File: config.mk
export PLATFORM = sky130hd
export DESIGN_NAME = atpr_host_flat
export DESIGN_NICKNAME = d
export VERILOG_FILES = /design/src/rtl/atpr_pkg.sv /design/src/rtl/atpr_link_if.sv /design/src/rtl/atpr_fifo.sv /design/src/rtl/atpr_host.sv /design/src/flat_wrapper.sv
export VERILOG_INCLUDE_DIRS = /design/src /design/src/rtl
export SDC_FILE = /design/constraint.sdc
export NUM_CORES = 1
export LEC_CHECK = 0
export BUFFER_PORTS_ARGS = -buffer_cell sky130_fd_sc_hd__clkbuf_2
export CAP_MARGIN = 25
export CORE_MARGIN = 2
export CORE_UTILIZATION = 39
export CTS_CLUSTER_SIZE = 40
export DETAILED_ROUTE_END_ITERATION = 8
export MAX_ROUTING_LAYER = met4
export PLACE_DENSITY_LB_ADDON = 0.25
export RECOVER_POWER = 25
export SLEW_MARGIN = 5
export SYNTH_ARGS = -nofsm -noshare
export SYNTH_HDL_FRONTEND = slang
export SYNTH_SLANG_ARGS = --single-unit
File: constraint.sdc
create_clock -name i_clk_sys -period 7.2 [get_ports i_clk_sys]
set_clock_uncertainty 0.15 [all_clocks]
set_input_delay 0 -clock i_clk_sys [delete_from_list [all_inputs] [get_ports i_clk_sys]]
set_output_delay 0 -clock i_clk_sys [all_outputs]
set_load 0.03 [all_outputs]
File: src/rtl/atpr_cfg.svh
// Constants of the converter readout link.
`ifndef ATPR_CFG_SVH
`define ATPR_CFG_SVH
`define ATPR_CMD_WR_CFG1   8'h44
`define ATPR_CMD_WR_MASK   8'hf0
`define ATPR_CMD_WR_BASE   8'h40
`define ATPR_CMD_REG_LSB   2
`define ATPR_CMD_CNT_LSB   0
`define ATPR_CFG_TSEL_BIT  1
`define ATPR_CFG_RATE_LSB  5
`define ATPR_CFG_ONE_BIT   2
`define ATPR_CFG_FRAME_BITS 16
`define ATPR_CFG_RESET     8'h04
`define ATPR_RESULT_BITS   24
`define ATPR_TEMP_BITS     14
`define ATPR_TEMP_PAD_BITS 10
`define ATPR_PRES_MAX      24'h7fffff
`define ATPR_PRES_MIN      24'h800000
`define ATPR_SYS_PERIOD_NS 25
`define ATPR_SCLK_HALF_NS  100
`define ATPR_SCLK_HALF_CYC ((`ATPR_SCLK_HALF_NS + `ATPR_SYS_PERIOD_NS - 1) / `ATPR_SYS_PERIOD_NS)
`endif

File: src/rtl/atpr_pkg.sv
// Types of the converter readout link; the host end uses the state type, the converter end uses none.
`default_nettype none
package atpr_pkg;
    typedef enum {ATPR_MEAS_PRESSURE, ATPR_MEAS_TEMPERATURE} atpr_meas_t;
    typedef enum {ATPR_H_IDLE, ATPR_H_SEL, ATPR_H_SHIFT, ATPR_H_DONE} atpr_hstate_t;
endpackage : atpr_pkg
`default_nettype wire

File: src/rtl/atpr_link_if.sv
// Serial link between the converter end and the host end.
`default_nettype none
interface atpr_link_if;
    logic conv_select_n;
    logic memory_select_n;
    logic sclk;
    logic sdi;
    logic sdo;
    modport device (input conv_select_n, memory_select_n, sclk, sdi, output sdo);
    modport host (output conv_select_n, memory_select_n, sclk, sdi, input sdo);
endinterface : atpr_link_if
`default_nettype wire

File: src/rtl/atpr_fifo.sv
// Result FIFO with valid and ready on both sides.
`default_nettype none
module atpr_fifo #(
    parameter int WIDTH = 24,
    parameter int DEPTH = 16
) (
    // Clock and reset
    input  wire logic             i_clk_sys,
    input  wire logic             i_sys_rst,
    // Fill side
    input  wire logic             i_in_valid,
    input  wire logic [WIDTH-1:0] i_in_data,
    output logic                  o_in_ready,
    // Drain side
    output logic                  o_out_valid,
    output logic      [WIDTH-1:0] o_out_data,
    input  wire logic             i_out_ready
);
    localparam int AW = $clog2(DEPTH);
    initial if (DEPTH < 2 || (1 << AW) != DEPTH || WIDTH < 1) $error("bad FIFO shape");
    logic [WIDTH-1:0] mem [DEPTH];
    logic [AW:0]      wr_ptr_r;
    logic [AW:0]      rd_ptr_r;
    logic             push;
    logic             pop;
    assign o_in_ready  = (wr_ptr_r - rd_ptr_r) != (AW+1)'(DEPTH);
    assign o_out_valid = wr_ptr_r != rd_ptr_r;
    assign o_out_data  = mem[rd_ptr_r[AW-1:0]];
    assign push        = i_in_valid && o_in_ready;
    assign pop         = o_out_valid && i_out_ready;
    always_ff @(posedge i_clk_sys)
        if (push)
            mem[wr_ptr_r[AW-1:0]] <= i_in_data;
    always_ff @(posedge i_clk_sys or posedge i_sys_rst)
        if (i_sys_rst)
            wr_ptr_r <= '0;
        else if (push)
            wr_ptr_r <= wr_ptr_r + 1'b1;
    always_ff @(posedge i_clk_sys or posedge i_sys_rst)
        if (i_sys_rst)
            rd_ptr_r <= '0;
        else if (pop)
            rd_ptr_r <= rd_ptr_r + 1'b1;
endmodule : atpr_fifo
`default_nettype wire

File: src/rtl/atpr_host.sv
// Host end: writes configuration, then reads 24-bit results.
// Contract
// - Converter select held low for every frame.
// - Command 0100 0100 then one configuration byte.
// - Temperature reading sets configuration bit one.
// - Pressure reading clears configuration bit one.
// - Result bits follow the first rising clock.
// - Temperature: leading 14 bits, 10 discarded; the host hands all 24 bits on.
// - Temperature code is two's complement.
// - Celsius is signed code times 0.03125.
// - Pressure word 24 bits, most significant first.
// - Pressure code saturates at full scale.
// - Clock idles low, sampled on second edge.
// - Memory select never low with converter select.
// - Command holds register and count minus one.
// - New settings apply after the write.
`include "atpr_cfg.svh"
`default_nettype none
module atpr_host
    import atpr_pkg::*;
#(
    parameter int FIFO_DEPTH = 16,
    parameter int HALF_CYC   = `ATPR_SCLK_HALF_CYC
)
(
    // Clock and reset
    input  wire logic        i_clk_sys,
    input  wire logic        i_sys_rst,
    // Link
    atpr_link_if.host        link,
    // Request
    input  wire logic        i_req,
    input  wire logic        i_temp_sel,
    input  wire logic [2:0]  i_rate,
    output logic             o_busy,
    // Results
    output logic             o_res_valid,
    output logic [23:0]      o_res_data,
    input  wire logic        i_res_ready
);
    localparam int GAP_CYC  = 2 * HALF_CYC;
    localparam int CNT_BITS = $clog2(GAP_CYC + 1);

    // A clock phase must outlast the far end's pin latency and the link monitor's four-sample high check.
    if (HALF_CYC < 4 || FIFO_DEPTH < 2)
    begin : g_bad_shape
        $error("host timing or buffer shape not served");
    end

    atpr_hstate_t        state_r;
    logic [CNT_BITS-1:0] cnt_r;
    logic [4:0]          bit_cnt_r;
    logic                frame_rd_r;
    logic [15:0]         tx_r;
    logic [23:0]         rx_r;
    logic [1:0]          sdo_sync_r;
    logic                sclk_r;
    logic                sdi_r;
    logic                cs_n_r;
    logic                push_r;
    logic [23:0]         res_r;
    logic [23:0]         rx_nxt;
    logic                push_ready;
    logic                phase_end;
    logic                gap_end;
    logic                last_bit;
    logic                start;
    logic                rise_go;
    logic                fall_go;
    logic                sample;
    logic                frame_end;
    logic                reselect;
    logic                finish;

    // Configuration byte for register 1: data rate, normal mode, fixed one, sensor choice.
    function automatic logic [7:0] cfg_byte(input logic temp_sel, input logic [2:0] rate);
        logic [7:0] cfg;
        cfg                          = 8'h00;
        cfg[`ATPR_CFG_RATE_LSB +: 3] = rate;
        cfg[`ATPR_CFG_ONE_BIT]       = 1'b1;
        cfg[`ATPR_CFG_TSEL_BIT]      = temp_sel;
        return cfg;
    endfunction : cfg_byte

    // Index of the last bit of a frame, for the command frame or the result frame.
    function automatic logic [4:0] last_index(input logic read_frame);
        if (read_frame)
            return 5'(`ATPR_RESULT_BITS - 1);
        return 5'(`ATPR_CFG_FRAME_BITS - 1);
    endfunction : last_index

    // The result pin crosses from the far end and passes two flip-flops.
    always_ff @(posedge i_clk_sys or posedge i_sys_rst)
        if (i_sys_rst)
            sdo_sync_r <= 2'h0;
        else
            sdo_sync_r <= {sdo_sync_r[0], link.sdo};

    assign rx_nxt    = {rx_r[22:0], sdo_sync_r[1]};
    assign phase_end = cnt_r == CNT_BITS'(HALF_CYC - 1);
    assign gap_end   = cnt_r == CNT_BITS'(GAP_CYC - 1);
    assign last_bit  = bit_cnt_r == last_index(frame_rd_r);
    assign start     = state_r == ATPR_H_IDLE && i_req;
    assign rise_go   = (state_r == ATPR_H_SEL && phase_end)
                       || (sample && !last_bit);
    assign fall_go   = state_r == ATPR_H_SHIFT && sclk_r && phase_end;
    assign sample    = state_r == ATPR_H_SHIFT && !sclk_r && phase_end;
    assign frame_end = sample && last_bit;
    assign reselect  = state_r == ATPR_H_DONE && gap_end && !frame_rd_r;
    assign finish    = state_r == ATPR_H_DONE && gap_end && frame_rd_r && !push_r;
    assign o_busy    = state_r != ATPR_H_IDLE;

    // Frame sequencing: select, clock the bits, then a deselected gap.
    always_ff @(posedge i_clk_sys or posedge i_sys_rst)
        if (i_sys_rst)
            state_r <= ATPR_H_IDLE;
        else
        begin
            unique case (state_r)
                ATPR_H_IDLE:
                    if (start)
                        state_r <= ATPR_H_SEL;
                ATPR_H_SEL:
                    if (phase_end)
                        state_r <= ATPR_H_SHIFT;
                ATPR_H_SHIFT:
                    if (frame_end)
                        state_r <= ATPR_H_DONE;
                ATPR_H_DONE:
                    if (reselect)
                        state_r <= ATPR_H_SEL;
                    else if (finish)
                        state_r <= ATPR_H_IDLE;
            endcase
        end

    // Cycle counter of the clock phases and of the gap between frames.
    always_ff @(posedge i_clk_sys or posedge i_sys_rst)
        if (i_sys_rst)
            cnt_r <= '0;
        else if (start || rise_go || fall_go || sample || reselect)
            cnt_r <= '0;
        else if (!gap_end)
            cnt_r <= cnt_r + 1'b1;

    // Bit counter and frame kind; the second frame of a request reads the result.
    always_ff @(posedge i_clk_sys or posedge i_sys_rst)
        if (i_sys_rst)
        begin
            bit_cnt_r  <= 5'h00;
            frame_rd_r <= 1'b0;
        end
        else
        begin
            if (start || reselect)
                bit_cnt_r <= 5'h00;
            else if (sample)
                bit_cnt_r <= bit_cnt_r + 5'h01;
            if (start)
                frame_rd_r <= 1'b0;
            else if (reselect)
                frame_rd_r <= 1'b1;
        end

    // Command and configuration leave most significant bit first; the read frame sends zeros.
    always_ff @(posedge i_clk_sys or posedge i_sys_rst)
        if (i_sys_rst)
        begin
            tx_r  <= 16'h0000;
            sdi_r <= 1'b0;
        end
        else if (start)
            tx_r <= {`ATPR_CMD_WR_CFG1, cfg_byte(i_temp_sel, i_rate)};
        else if (reselect)
            tx_r <= 16'h0000;
        else if (rise_go)
        begin
            sdi_r <= tx_r[15];
            tx_r  <= {tx_r[14:0], 1'b0};
        end

    // Link clock from a divider; it idles low between frames.
    always_ff @(posedge i_clk_sys or posedge i_sys_rst)
        if (i_sys_rst)
            sclk_r <= 1'b0;
        else if (rise_go)
            sclk_r <= 1'b1;
        else if (fall_go)
            sclk_r <= 1'b0;

    // Converter select stays low from before the first bit until after the last one.
    always_ff @(posedge i_clk_sys or posedge i_sys_rst)
        if (i_sys_rst)
            cs_n_r <= 1'b1;
        else if (start || reselect)
            cs_n_r <= 1'b0;
        else if (frame_end)
            cs_n_r <= 1'b1;

    // Result bits are taken at the end of the low phase, long settled after the rise.
    always_ff @(posedge i_clk_sys or posedge i_sys_rst)
        if (i_sys_rst)
            rx_r <= 24'h000000;
        else if (sample)
            rx_r <= rx_nxt;

    // The word is handed on whole, with its sign at the top of the field it carries.
    // Downstream sign-extends from bit 23, or from bit 13 of the 14-bit temperature field.
    always_ff @(posedge i_clk_sys or posedge i_sys_rst)
        if (i_sys_rst)
        begin
            push_r <= 1'b0;
            res_r  <= 24'h000000;
        end
        else if (frame_end && frame_rd_r)
        begin
            push_r <= 1'b1;
            res_r  <= rx_nxt;
        end
        else if (push_ready)
            push_r <= 1'b0;

    atpr_fifo #(
        .WIDTH (`ATPR_RESULT_BITS),
        .DEPTH (FIFO_DEPTH)
    ) u_atpr_fifo (
        .i_clk_sys   (i_clk_sys),
        .i_sys_rst   (i_sys_rst),
        .i_in_valid  (push_r),
        .i_in_data   (res_r),
        .o_in_ready  (push_ready),
        .o_out_valid (o_res_valid),
        .o_out_data  (o_res_data),
        .i_out_ready (i_res_ready)
    );

    assign link.conv_select_n   = cs_n_r;
    assign link.memory_select_n = 1'b1;
    assign link.sclk            = sclk_r;
    assign link.sdi             = sdi_r;
endmodule : atpr_host
`default_nettype wire

File: src/flat_wrapper.sv
// flat-port wrapper written by rule: the top's interface ports become plain ports
module atpr_host_flat import atpr_pkg::*;
#(
    parameter int FIFO_DEPTH = 16,
    parameter int HALF_CYC   = `ATPR_SCLK_HALF_CYC
)
  (i_clk_sys, i_sys_rst, i_req, i_temp_sel, i_rate, o_busy, o_res_valid, o_res_data, i_res_ready, link_conv_select_n, link_memory_select_n, link_sclk, link_sdi, link_sdo);
  atpr_link_if link_i ();
  input  wire logic i_clk_sys;
  input  wire logic i_sys_rst;
  input  wire logic i_req;
  input  wire logic i_temp_sel;
  input  wire logic [2:0] i_rate;
  output logic o_busy;
  output logic o_res_valid;
  output logic [23:0] o_res_data;
  input  wire logic i_res_ready;
  output wire logic [$bits(link_i.conv_select_n)-1:0] link_conv_select_n;
  output wire logic [$bits(link_i.memory_select_n)-1:0] link_memory_select_n;
  output wire logic [$bits(link_i.sclk)-1:0] link_sclk;
  output wire logic [$bits(link_i.sdi)-1:0] link_sdi;
  input wire logic [$bits(link_i.sdo)-1:0] link_sdo;
  assign link_conv_select_n = link_i.conv_select_n;
  assign link_memory_select_n = link_i.memory_select_n;
  assign link_sclk = link_i.sclk;
  assign link_sdi = link_i.sdi;
  assign link_i.sdo = link_sdo;
  atpr_host #(.FIFO_DEPTH(FIFO_DEPTH), .HALF_CYC(HALF_CYC)) u_core (.i_clk_sys(i_clk_sys), .i_sys_rst(i_sys_rst), .link(link_i), .i_req(i_req), .i_temp_sel(i_temp_sel), .i_rate(i_rate), .o_busy(o_busy), .o_res_valid(o_res_valid), .o_res_data(o_res_data), .i_res_ready(i_res_ready));
endmodule
Yosys cells after proc, flatten, opt, wreduce, memory -nomap -nowiden:

Memories as Yosys holds them, arrays and structs flattened.
Index checks and enable logic that the tools add are counted.
W data, S select, Z words.

* multiplexer cells: 26
* equal/unequal tests: 16
* $add $sub $neg: 5
* reductions and logical operators: 36
* bitwise gates (word level): 2

Operators with widths (number)
* $mux W32: 5
* $pmux W32 S4: 1
* $eq A32 B2 Y1 const B: 3
* $eq A32 B3 Y1 const B: 2
* $logic_not A32 Y1: 2
* $mux W16: 3
* $eq A32 B1 Y1 const B: 1
* $reduce_bool A32 Y1: 1
* $mux W5: 4
* $add A5 B1 Y5 const B: 3
* $logic_and A1 B1 Y1: 15
* $mux W1: 11
* $reduce_bool A2 Y1: 5
* $mux W4: 2
* $logic_or A1 B1 Y1: 6
* $ne A2 B1 Y1 const B: 3
* $eq A5 B5 Y1: 1
* $ne A5 B5 Y1: 1
* $ne A5 B5 Y1 const B: 1
* $sub A5 B5 Y5: 1
* $add A4 B1 Y4 const B: 1
* $eq A4 B2 Y1 const B: 1
* $eq A4 B3 Y1 const B: 1
* $logic_not A1 Y1: 4
* other kinds (6): 7

* output and inout port bits: 30
* flip-flop bits (word level): 121
* memories: 1
* bits in writable memories: 384

Memory list
* u_core.u_atpr_fifo.mem: words 16, bits a word 24, rd ports 1, clocked after memory_dff 0, wr ports 1, line atpr_fifo.sv:21 `logic [WIDTH-1:0] mem [DEPTH];`

Longest topological paths before layout:

Gate-level depths: netlist of the first run.

* word-level depth: 11
* mapped depth: 11

Modules after synthesis:

From an unflattened synthesis of the first run, not the netlist that was laid out.

* cells, all modules: 1046
* area, all modules: 19009.5 um^2

By module, submodules not included
* atpr_fifo: sequential area each 11781.3 um^2, instances 1, cells each 769, area each 15528.6 um^2
* atpr_host: sequential area each 2003.2 um^2, instances 1, cells each 277, area each 3480.8 um^2

Worst setup path before layout of the first run:

OpenSTA, ideal clock, no wires.

* kind: register -> register
* from: register u_core.u_atpr_fifo.rd_ptr_r[2]
* to: memory u_core.u_atpr_fifo.mem[0][0], enable pin
* library setup time: 466 ps
* buffers on the path: 3
* slack: 2042 ps
* period minus slack after synthesis: 5158 ps
* arrival time: 4542 ps
* cell stages (with the launch flop): 10
* cell sequence: dfrtp_1 > buf_2 > buf_1 > inv_2 > clkbuf_1 > ha_1 > o211ai_1 > a21oi_2 > nor3_4 > nor4_1

* longest elaborated chain between the ends: 5

RTL lines
* from (decl): line atpr_fifo.sv:23 `logic [AW:0] rd_ptr_r;`
* from (signal assigned): line atpr_fifo.sv:43 `rd_ptr_r <= rd_ptr_r + 1'b1;`
* $sub A5 B5 Y5: line atpr_fifo.sv:26 `assign o_in_ready = (wr_ptr_r - rd_ptr_r) != (AW+1)'(DEPTH);`
* $ne A5 B5 Y1: line atpr_fifo.sv:26
* $logic_and A1 B1 Y1: line atpr_fifo.sv:29 `assign push = i_in_valid && o_in_ready;`
* $mux W1: line atpr_fifo.sv:32 `if (push)`
* $mux W1 (implied by the code): line atpr_fifo.sv:33 `mem[wr_ptr_r[AW-1:0]] <= i_in_data;`
* to (decl): line atpr_fifo.sv:21

No other way between the ends.

Worst setup path after layout of the first run:

* from: register u_core.u_atpr_fifo.rd_ptr_r[1]
* to: memory u_core.u_atpr_fifo.mem[7][20], enable pin

Same word-level chain as after synthesis.

==> results.md, run 1 <==
- Vias: approximately 9400
- Sink Count: between 400 and 500
- Worst Hold End: u_core.sdo_sync_r[1]
- Most frequent cell after synthesis: edfxtp_1
- Area leader, netlist: edfxtp_1
- Starting DRT DRC Count: roughly 920
- Post-route DRC: 0
- P&R area growth vs syn: 14.9%
- Final number of setup-violating endpoints: 0
- Die Area: approximately 50000 um2
- Yosys warnings: 0
- Die Span Y: roughly 220 um
- PD cells: between 300 and 400 nW/um2
- Core ar.: 47600 um2
- Synthesized instance count: about 1000
- Net switching power: between 0.002 and 0.0025 W
- Vias in the first global route: roughly 9500
- Internal Pwr Total: between 0.005 and 0.006 W
- Resize count post-CTS: 0
- Sum of negative setup slack: 0 ns
- Tot GR Track Use: 0.176
- Synth top area share: 0.615
- H-tree levels: 2
- LEAKAGE: 6.83 nW
- Finished Layout Cells: approximately 1700
- Avg Cell Area, Syn: about 19 um2
- Critical path startpoint category: flop
- Failing checks: capacitance limit, slew limit
- Worst Path Max Fanout: 37
- Final core area utilization: 0.452
- Final Instance Area: approximately 22000 um2
- CTS Hold Buffers Added: 16
- CTS tree: yes
- Fraction of layout cells with a size suffix above 1: 0.281
- Diodes inserted: 0
- Comb pwr share: 0.222
- WP data required: 7.24 ns
- First-pass GRT wire length: 62300 um
- Min-Delay Path Class: flop to flop
- Crit path DAT: about 4.6 ns
- Final Hold Fails: 0
- GPL Wtd Cong: just under 0.8
- Placed cell count: 1623
- Hold Path Depth: 0
- Grt ovf: 0
- Antenna viol nets, final: 0
- Flop-to-flop setup slack: approximately 2.6 ns
- Clock Path Buffers: 3
- Commonest cells post-synth: 384 x edfxtp_1, 117 x nand2_1, 96 x mux4_2
- Flop pwr share: 0.434
- Sequential area share after synthesis: 0.735
- RSZ-0062 raised after global routing: no
- Initial core utilization: 0.394
- Net Sw Frac: 0.304
- Total Wirelength: around 41000 um
- Clock power share: 0.343
- Final #Nets: 1103
- Final Max Tran Viols: 42
- Fmax: around 0.22 GHz
- Port Buffer Count: 37
- Mapped Nets: 1027
- Avg WL per Cell: approximately 24 um
- EDFF count, synth: around 380
- CTS Buf Count: 49
- DRT Pass-1 Iters: 7
- Worst-path clk slew: ~0.060 ns
- Clock period minus worst slack: approximately 4.6 ns
- Power Total: between 0.007 and 0.008 W
- Post-CTS setup buffers: 0
- Yosys cell types: 61
- Flops & latches, synth: between 400 and 500
- Worst-Margin Slew: ~1.9 ns
- Worst skew pair latency: 0.57 ns
- Clk root buf: clkbuf_16
- FP Rows: 80
- Status: finished with violations
- CP Capture Type: flop
- Reg2reg end: u_core.u_atpr_fifo.mem[7][20]
- Slew HR: -0.283
- Cell Area, Placed: slightly below 20000 um2
- Mapped Area: around 19000 um2
- Worst R2R Path Depth: 7
- Max-cap viol count: 1
- Initial antenna violation count: 0
- Top_reg_cell synth: edfxtp_1
- Post-synth ARST share: 0.190
- RR Startpoint: u_core.u_atpr_fifo.rd_ptr_r[1]
- Vias per Instance: 5.40
- Die W: ~220 um
- Synth top area cells: edfxtp_1 61%, dfrtp_1 12%, mux4_2 12%
- Post-DP HPWL: ~26000 um
- HP Start: u_core.sdo_sync_r[0]
- Largest net degree at the start of global routing: 51
- Crit Path Class: flop to flop
- Worst VDD drop: 0.176 mV
- Ports: 39
- Tcrit/Tclk final: 0.632
==> worst max path at each step <==
stage                                               from                             end  slack, ns  depth (start not counted)
after global routing      u_core.u_atpr_fifo.rd_ptr_r[1]   u_core.u_atpr_fifo.mem[7][17]       2.31                          7
after CTS                 u_core.u_atpr_fifo.rd_ptr_r[1]  u_core.u_atpr_fifo.mem[12][10]       2.09                          8
after global placement    u_core.u_atpr_fifo.rd_ptr_r[1]   u_core.u_atpr_fifo.mem[13][9]       2.12                          8
final                     u_core.u_atpr_fifo.rd_ptr_r[1]   u_core.u_atpr_fifo.mem[7][20]       2.65                          7
after floorplan           u_core.u_atpr_fifo.rd_ptr_r[2]    u_core.u_atpr_fifo.mem[0][0]       2.04                          9
after detailed placement  u_core.u_atpr_fifo.rd_ptr_r[1]   u_core.u_atpr_fifo.mem[12][5]       2.10                          8
==> layout make-up <==
class                      count  area [um2]
clock buffer                  69        1380
clock inverter                23         215
fill                        4093       26100
inverter                      11        42.5
multi-input combinational    465        4760
sequential                   474       13800
tap                          615         769
timing repair buffer          77         576
==> power by group through the flow <==
stage                     sequential (W)  clock [W]  combinational [W]
final                            0.00316    0.00250            0.00162
after global placement           0.00328          0            0.00153
after global routing             0.00318    0.00266            0.00175
after CTS                        0.00323    0.00255            0.00156
after detailed placement         0.00329          0            0.00155
after floorplan                  0.00312          0            0.00121
==> worst max-delay path, cell delays in order, from the launching register on <==
cell      delay, ns
dfrtp_4        0.78
clkinv_1       0.75
ha_1           0.62
and2b_4        0.22
o211ai_1       0.25
and3_1         0.43
o311ai_4       0.20
nor2_4         0.76
==> flip-flops by register name, summed over array words and instances, names as in the netlist, 2 cells and up <==
signal / count
u_core.rx_r: 23
u_core.state_r: 2
u_core.res_r: 24
u_core.u_atpr_fifo.rd_ptr_r: 5
u_core.cnt_r: 4
u_core.bit_cnt_r: 5
u_core.sdo_sync_r: 2
u_core.u_atpr_fifo.mem: 384
u_core.tx_r: 15
u_core.u_atpr_fifo.wr_ptr_r: 5
==> placed cells by master, fill, tap and decap left out, drive strengths merged, types with 2 or more instances in the layout <==
cell	Yosys	layout
a21oi	9	9
clkinv	1	18
dfrtp	89	89
nor3	12	12
nand2b	7	7
and2	4	4
and3	26	26
nand3b	2	2
mux2i	12	12
mux2	50	50
xnor2	9	9
clkbuf	25	107
edfxtp	384	384
a31oi	24	24
mux4	96	96
inv	10	11
o21ai	7	7
dlygate4sd3	0	16
nor4	3	3
ha	16	16
bufinv	0	4
xor2	4	4
nand2	118	118
o31ai	3	3
nand3	9	9
buf	27	23
nor2	26	26
nand4	5	5
o311ai	2	2
==> cells by family (layout without fill, tap and decap cells) <==
kind of cell	count (synthesis)	count (layout)	synth area share
AOI/OAI and AO/OA	57	57	0.0252
xor gates and xnor gates	13	13	0.00607
other	1	1	0.000200
buffers and inverters	63	180	0.0159
adders and majority gates	16	16	0.0107
muxes	158	158	0.152
DFF	474	474	0.735
and+or+nand+nor	220	220	0.0552
==> metrics by stage <==
step | worst slack (ns) | hold WS, ns
CTS | 2.09 | 0.162
finish | 2.65 | 0.195
detailed placement | 2.10 | -0.0632
floorplan | 2.04 | -0.119
global placement | 2.12 | -0.0623
global route | 2.31 | 0.205
==> metal layers <==
layer / share of wire / wire length [um] / track usage
met5: 0 / 0 / -
met4: 0.022 / 913 / 0.0505
met3: 0.055 / 2260 / 0.0311
met2: 0.47 / 19600 / 0.267
met1: 0.45 / 18600 / 0.246
No activity file was read; power rests on OpenSTA's default activity.
==> run 2: changes to the inputs <==
==> constraint.sdc (replaced) <==
create_clock -name i_clk_sys -period 3.9 [get_ports i_clk_sys]
set_clock_uncertainty 0.15 [all_clocks]
set_input_delay 0 -clock i_clk_sys [delete_from_list [all_inputs] [get_ports i_clk_sys]]
set_output_delay 0 -clock i_clk_sys [all_outputs]
set_load 0.03 [all_outputs]
==> results.md, run 2 (synthesis results as in run 1) <==
- Final core area utilization: 0.453 (+0.00123)
- Vias in the first global route: 9453 (-0.62%)
- Post-DP HPWL: 23700 um (-9.1%)
- Min-Delay Path Class: flop to flop
- Most common cell after layout, fill and taps aside: edfxtp_1
- Resize count post-CTS: 0 (unchanged)
- Power Total: 0.0133 W (+83%)
- Starting DRT DRC Count: 704 (-24%)
- Diodes inserted: 0 (unchanged)
- Slew HR: 0.320 (+0.603)
- Filler Cells Inserted: 4078 (-0.37%)
- Max incr delay on CP: 0.67 ns (-0.11 ns)
- Fmax: 0.284 GHz (+29%)
- Reg2reg end: u_core.u_atpr_fifo.mem[8][13]
- Area occupied by multi-input gates: 4850 um2 (+1.9%)
- Die Span Y: 223 um (unchanged)
- CTS Buf Count: 49 (unchanged)
- Largest delay contributor family on the critical path: simple AND/OR/NAND/NOR gates
- Worst Path Buf+Inv: 3 (+2)
- Clock Path Buffers: 3 (unchanged)
- Vias per Instance: 5.34 (-1.2%)
- Worst skew pair latency: 0.57 ns (about the same)
- Finished Layout Cells: 1730 (-0.23%)
- FP Rows: 80 (unchanged)
- CP max-delay cell: nor3_4
- First-pass GRT wire length: 60400 um (-3.0%)
- Ports: 39 (unchanged)
- Critical path startpoint category: flop
- Antenna viol nets, final: 0 (unchanged)
- P&R area growth vs syn: 15.2%
- Flop-to-flop setup slack: 0.37 ns (-2.27 ns)
- Final Max Tran Viols: 0 (-100%)
- Max-cap viol count: 0 (-1)
- PD cells: 617 nW/um2 (+83%)
- Crit Path Class: flop to flop
- Critical-path cell list: clkinv_1 -> ha_1 -> and2b_4 -> o211ai_1 -> and3_1 -> nor3_4 -> buf_12 -> nor3_4 -> buf_4
- Clock period minus worst slack: 3.53 ns (-1.03 ns)
- Max reg flops: 384 (unchanged)
- CTS tree: yes
- Avg WL per Cell: 22.6 um (-5.4%)
- Sum of negative setup slack: 0 ns (unchanged)
- Worst-Margin Slew: 1.02 ns (-0.893 ns)
- WP data required: 4.01 ns (-3.23 ns)
- Hold Path Depth: 0 (unchanged)
- Final #Nets: 1106 (+0.27%)
- Tcrit/Tclk final: 0.904 (+0.272)
- Final number of setup-violating endpoints: 0 (unchanged)
- Worst-path clk slew: 0.06 ns (about the same)
- Post-route DRC: 0 (unchanged)
- LEAKAGE: 6.81 nW (-0.30%)
- Worst Hold End: u_core.sdo_sync_r[1]
- Tot GR Track Use: 0.167 (-0.00948)
- Die W: 223 um (unchanged)
- Worst VDD drop: 0.387 mV (+120%)
- Worst Path Max Fanout: 14 (-62%)
- Grt ovf: 0 (unchanged)
- Initial core utilization: 0.394 (unchanged)
- Post-place setup slack: 0.294 ns (-1.80 ns)
- Reg area: 13800 um2 (unchanged)
- Fraction of layout cells with a size suffix above 1: 0.283 (+0.00190)
- Crit path DAT: 3.64 ns (-0.96 ns)
- H-tree levels: 2 (unchanged)
- Setup ws final: 0.374 ns (-2.27 ns)
- Vias: 9231 (-1.4%)
- Die Area: 49900 um2 (unchanged)
- Sink Count: 474 (unchanged)
- Final Hold Fails: 0 (unchanged)
- RSZ-0062 raised after global routing: no
- GPL Wtd Cong: 0.743 (-4.8%)
- Largest net degree at the start of global routing: 100 (+96%)
- Most repeated library cell on the critical path: nor3_4
- HP Start: u_core.sdo_sync_r[0]
- Port Buffer Count: 37 (unchanged)
- Commonest cells after routing, fill and taps aside: 384 x edfxtp_1, 117 x nand2_1, 96 x mux4_2, 86 x dfrtp_1, 49 x clkbuf_16
- Status: complete, no violations
- Clk root buf: clkbuf_16
- Core ar.: 47600 um2 (unchanged)
- Worst R2R Path Depth: 9 (+2)
- CP Capture Type: flop
- RR Startpoint: u_core.u_atpr_fifo.rd_ptr_r[1]
- Initial antenna violation count: 1 (+1)
- DRT Pass-1 Iters: 5 (-2)
- Placed cell count: 1630 (+0.43%)
- Total Wirelength: 39100 um (-5.6%)
-- run 2: cell types whose count changed in the layout (fill, tap and decap cells not counted), sizes merged --
cell / before / now
clkbuf: 107 / 95
buf: 23 / 28
dlygate4sd3: 16 / 15
bufinv: 4 / 5
clkinvlp: 1 / 4
-- run 2: final cells by class --
type	count	share of cell area
clock buffers	58	0.0588
clock inverters	27	0.0122
inverters	11	0.00203
multi-input cells	465	0.225
flip-flops and latches	474	0.639
well taps	615	0.0356
repair buffers	80	0.0283
-- run 2: worst max path at each step --
| stage | startpoint | end | slack [ns] | depth (start not counted) |
|---|---|---|---|---|
| floorplan | u_core.u_atpr_fifo.rd_ptr_r[2] | u_core.u_atpr_fifo.mem[0][0] | -0.28 | 9 |
| global placement | u_core.u_atpr_fifo.rd_ptr_r[1] | u_core.u_atpr_fifo.mem[4][0] | 0.34 | 8 |
| detailed placement | u_core.u_atpr_fifo.rd_ptr_r[1] | u_core.u_atpr_fifo.mem[8][18] | 0.29 | 9 |
| CTS | u_core.u_atpr_fifo.rd_ptr_r[1] | u_core.u_atpr_fifo.mem[8][20] | 0.31 | 9 |
| global route | u_core.u_atpr_fifo.rd_ptr_r[1] | u_core.u_atpr_fifo.mem[9][13] | 0.18 | 9 |
| finish | u_core.u_atpr_fifo.rd_ptr_r[1] | u_core.u_atpr_fifo.mem[8][13] | 0.37 | 9 |
-- run 2: worst reg2reg max path: stages, from the launching register on --
cell and delay, ns:
dfrtp_4 0.41, clkinv_1 0.09, ha_1 0.35, and2b_4 0.22
o211ai_1 0.27, and3_1 0.42, nor3_4 0.09, buf_12 0.19
nor3_4 0.68, buf_4 0.36
-- run 2: report_power, final --
group          internal, W  switching, W  leakage (nW)
sequential         0.00556      0.000114          3.85
combinational      0.00108       0.00207          2.23
clock              0.00264       0.00186         0.738
total              0.00928       0.00405          6.81
-- run 2: through the flow --
stage	hold WS, ns	cell area, um2
2_1_floorplan	-0.119	18800
6_report	0.207	21600
4_1_cts	0.188	21600
3_3_place_gp	-0.0311	19900
5_1_grt	0.220	21600
3_5_place_dp	-0.0317	19900
-- run 2: repair_timing --
item / CTS / global route
hold endpoints to repair: 79 / 0
setup buffers: 0 / 0
hold buffers: 15 / 0
-- run 2: routing by layer --
| metal | vias to the layer above | global-route usage | share of wire |
|---|---|---|---|
| li1 | 4109 | - | - |
| met1 | 4878 | 0.249 | 0.48 |
| met2 | 194 | 0.238 | 0.45 |
| met3 | 50 | 0.0306 | 0.051 |
| met4 | 0 | 0.0385 | 0.016 |
| met5 | - | - | 0 |
==> run 3: changes to the inputs <==
==> constraint.sdc (replaced) <==
create_clock -name i_clk_sys -period 4.3 [get_ports i_clk_sys]
set_clock_uncertainty 0.15 [all_clocks]
set_input_delay 0 -clock i_clk_sys [delete_from_list [all_inputs] [get_ports i_clk_sys]]
set_output_delay 0 -clock i_clk_sys [all_outputs]
set_load 0.03 [all_outputs]
==> results.md, run 3 (synthesis results as in run 1) <==
- Post-place setup slack: 0.712 ns (+0.418 ns)
- Total Wirelength: 40400 um (+3.4%)
- Fmax: 0.282 GHz (-0.68%)
- CTS Buf Count: 50 (+2.0%)
- First-pass GRT wire length: 62100 um (+2.7%)
- Commonest cells after routing, fill and taps aside: 384 x edfxtp_1, 117 x nand2_1, 96 x mux4_2, 86 x dfrtp_1, 51 x clkbuf_16
- Clk root buf: clkbuf_16
- P&R area growth vs syn: 14.7%
- CTS Hold Buffers Added: 16 (+1)
- Net switching power: 0.00368 W (-9.0%)
- Die W: 223 um (unchanged)
- CP Capture Type: flop
- Filler Cells Inserted: 4089 (+0.27%)
- Vias: 9339 (+1.2%)
- Max-cap viol count: 1 (+1)
- Clock power share: 0.330 (-0.008)
- Clock Path Buffers: 3 (unchanged)
- Starting DRT DRC Count: 878 (+25%)
- Fraction of layout cells with a size suffix above 1: 0.281 (-0.00151)
- Post-route DRC: 0 (unchanged)
- Worst VDD drop: 0.522 mV (+35%)
- Flop pwr share: 0.434 (+0.008)
- Antenna viol nets, final: 0 (unchanged)
- Final number of setup-violating endpoints: 0 (unchanged)
- Clock period minus worst slack: 3.55 ns (+0.0242 ns)
- Crit path DAT: 3.68 ns (+0.04 ns)
- Area occupied by multi-input gates: 4830 um2 (-0.54%)
- Vias per Instance: 5.38 (+0.82%)
- Net Sw Frac: 0.309 (+0.00574)
- RSZ-0062 raised after global routing: no
- Ports: 39 (unchanged)
- Final #Nets: 1110 (+0.36%)
- Tot GR Track Use: 0.173 (+0.00596)
- H-tree levels: 2 (unchanged)
- CTS tree: yes
- Worst-Margin Slew: 1.63 ns (+0.606 ns)
- Sink Count: 474 (unchanged)
- Internal Pwr Total: 0.00822 W (-11%)
- Vias in the first global route: 9673 (+2.3%)
- Largest net degree at the start of global routing: 100 (unchanged)
- Final Hold Fails: 0 (unchanged)
- Min-Delay Path Class: primary input to flop
- DRT Pass-1 Iters: 7 (+2)
- Reg area: 13800 um2 (unchanged)
- Failing checks: capacitance limit, slew limit
- Worst-path clk slew: 0.06 ns (about the same)
- Comb pwr share: 0.236 (about the same)
- Port Buffer Count: 37 (unchanged)
- Sum of negative setup slack: 0 ns (unchanged)
- Diodes inserted: 0 (unchanged)
- Slew HR: -0.0904 (-0.410)
- LEAKAGE: 6.79 nW (-0.24%)
- Critical path startpoint category: flop
- Power Total: 0.0119 W (-11%)
- Finished Layout Cells: 1736 (+0.35%)
- Most common cell after layout, fill and taps aside: edfxtp_1
- Status: finished with violations
- FP Rows: 80 (unchanged)
- Setup ws final: 0.750 ns (+0.376 ns)
- Tcrit/Tclk final: 0.826 (-0.0785)
- Avg WL per Cell: 23.3 um (+3.0%)
- Final Max Tran Viols: 39 (+39)
- Max reg flops: 384 (unchanged)
- Post-CTS setup buffers: 0 (unchanged)
- Grt ovf: 0 (unchanged)
- Crit Path Class: flop to flop
- Resize count post-CTS: 0 (unchanged)
- Initial core utilization: 0.394 (unchanged)
- PD cells: 553 nW/um2 (-10%)
- Core ar.: 47600 um2 (unchanged)
- Worst skew pair latency: 0.58 ns (about the same)
- Worst Path Max Fanout: 13 (-1)
- Die Area: 49900 um2 (unchanged)
- Post-DP HPWL: 24000 um (+1.3%)
- Die Span Y: 223 um (unchanged)
- GPL Wtd Cong: 0.746 (+0.43%)
- Placed cell count: 1632 (+0.12%)
- WP data required: 4.43 ns (+0.42 ns)
- Initial antenna violation count: 0 (-1)
## run 3: changes by cell type in the layout (fill, tap and decap cells not counted), moves of 3 or more
cell / delta
buf_4: +3
nor4_4: -3
clkbuf_1: +6
clkinvlp_4: -4
nor4_2: +3
bufinv_16: -4
## run 3: worst paths after layout
check / start / cells past startpoint / slack, ns / end
worst min register to register: u_core.sdo_sync_r[0] / 0 / 0.21 / u_core.sdo_sync_r[1]
worst min-delay path: i_req / 4 / 0.19 / u_core.tx_r[2]
max in group asynchronous: i_sys_rst / 5 / 1.83 / u_core.u_atpr_fifo.rd_ptr_r[1]
worst max-delay path: u_core.u_atpr_fifo.rd_ptr_r[1] / 9 / 0.75 / u_core.u_atpr_fifo.mem[6][3]
min in group asynchronous: i_sys_rst / 4 / 0.75 / u_core.tx_r[11]
worst max register to register: u_core.u_atpr_fifo.rd_ptr_r[1] / 9 / 0.75 / u_core.u_atpr_fifo.mem[6][3]
## run 3: layer usage
| metal | track usage | wire length [um] | vias up |
|---|---|---|---|
| met5 | - | 0 | - |
| met4 | 0.0396 | 690 | 0 |
| met3 | 0.0331 | 2240 | 49 |
| met1 | 0.245 | 18500 | 4962 |
| met2 | 0.260 | 19000 | 228 |
| li1 | - | - | 4100 |
## run 3: through the flow
step	utilization	hold slack [ns]	cell area, um2
floorplan	-	-0.119	18800
global placement	0.417	-0.102	19900
detailed placement	0.417	-0.0931	19900
CTS	0.452	0.166	21500
global route	0.452	0.232	21500
finish	0.452	0.191	21500
## run 3: layout make-up
class / count / share of cell area
clock buffers: 65 / 0.0618
clock inverters: 23 / 0.00663
repair buffers: 83 / 0.0283
multi-input cells: 465 / 0.224
flip-flops and latches: 474 / 0.641
well taps: 615 / 0.0358
inverters: 11 / 0.00198
## run 3: power by group through the flow
stage          clock network [W]  registers [W]  logic (W)
3_3_place_gp                   0        0.00525    0.00286
2_1_floorplan                  0        0.00522    0.00204
5_1_grt                  0.00422        0.00518    0.00308
4_1_cts                  0.00402        0.00516    0.00289
3_5_place_dp                   0        0.00525    0.00286
6_report                 0.00392        0.00516    0.00281
## run 3: critical path, cell delays in order, from the launching register on
cell and delay [ns]:
dfrtp_4 0.51, clkinv_1 0.11, ha_1 0.34, and2b_4 0.21
o211ai_1 0.26, and3_1 0.42, nor3_4 0.08, buf_4 0.25
nor3_4 0.57, buf_4 0.33
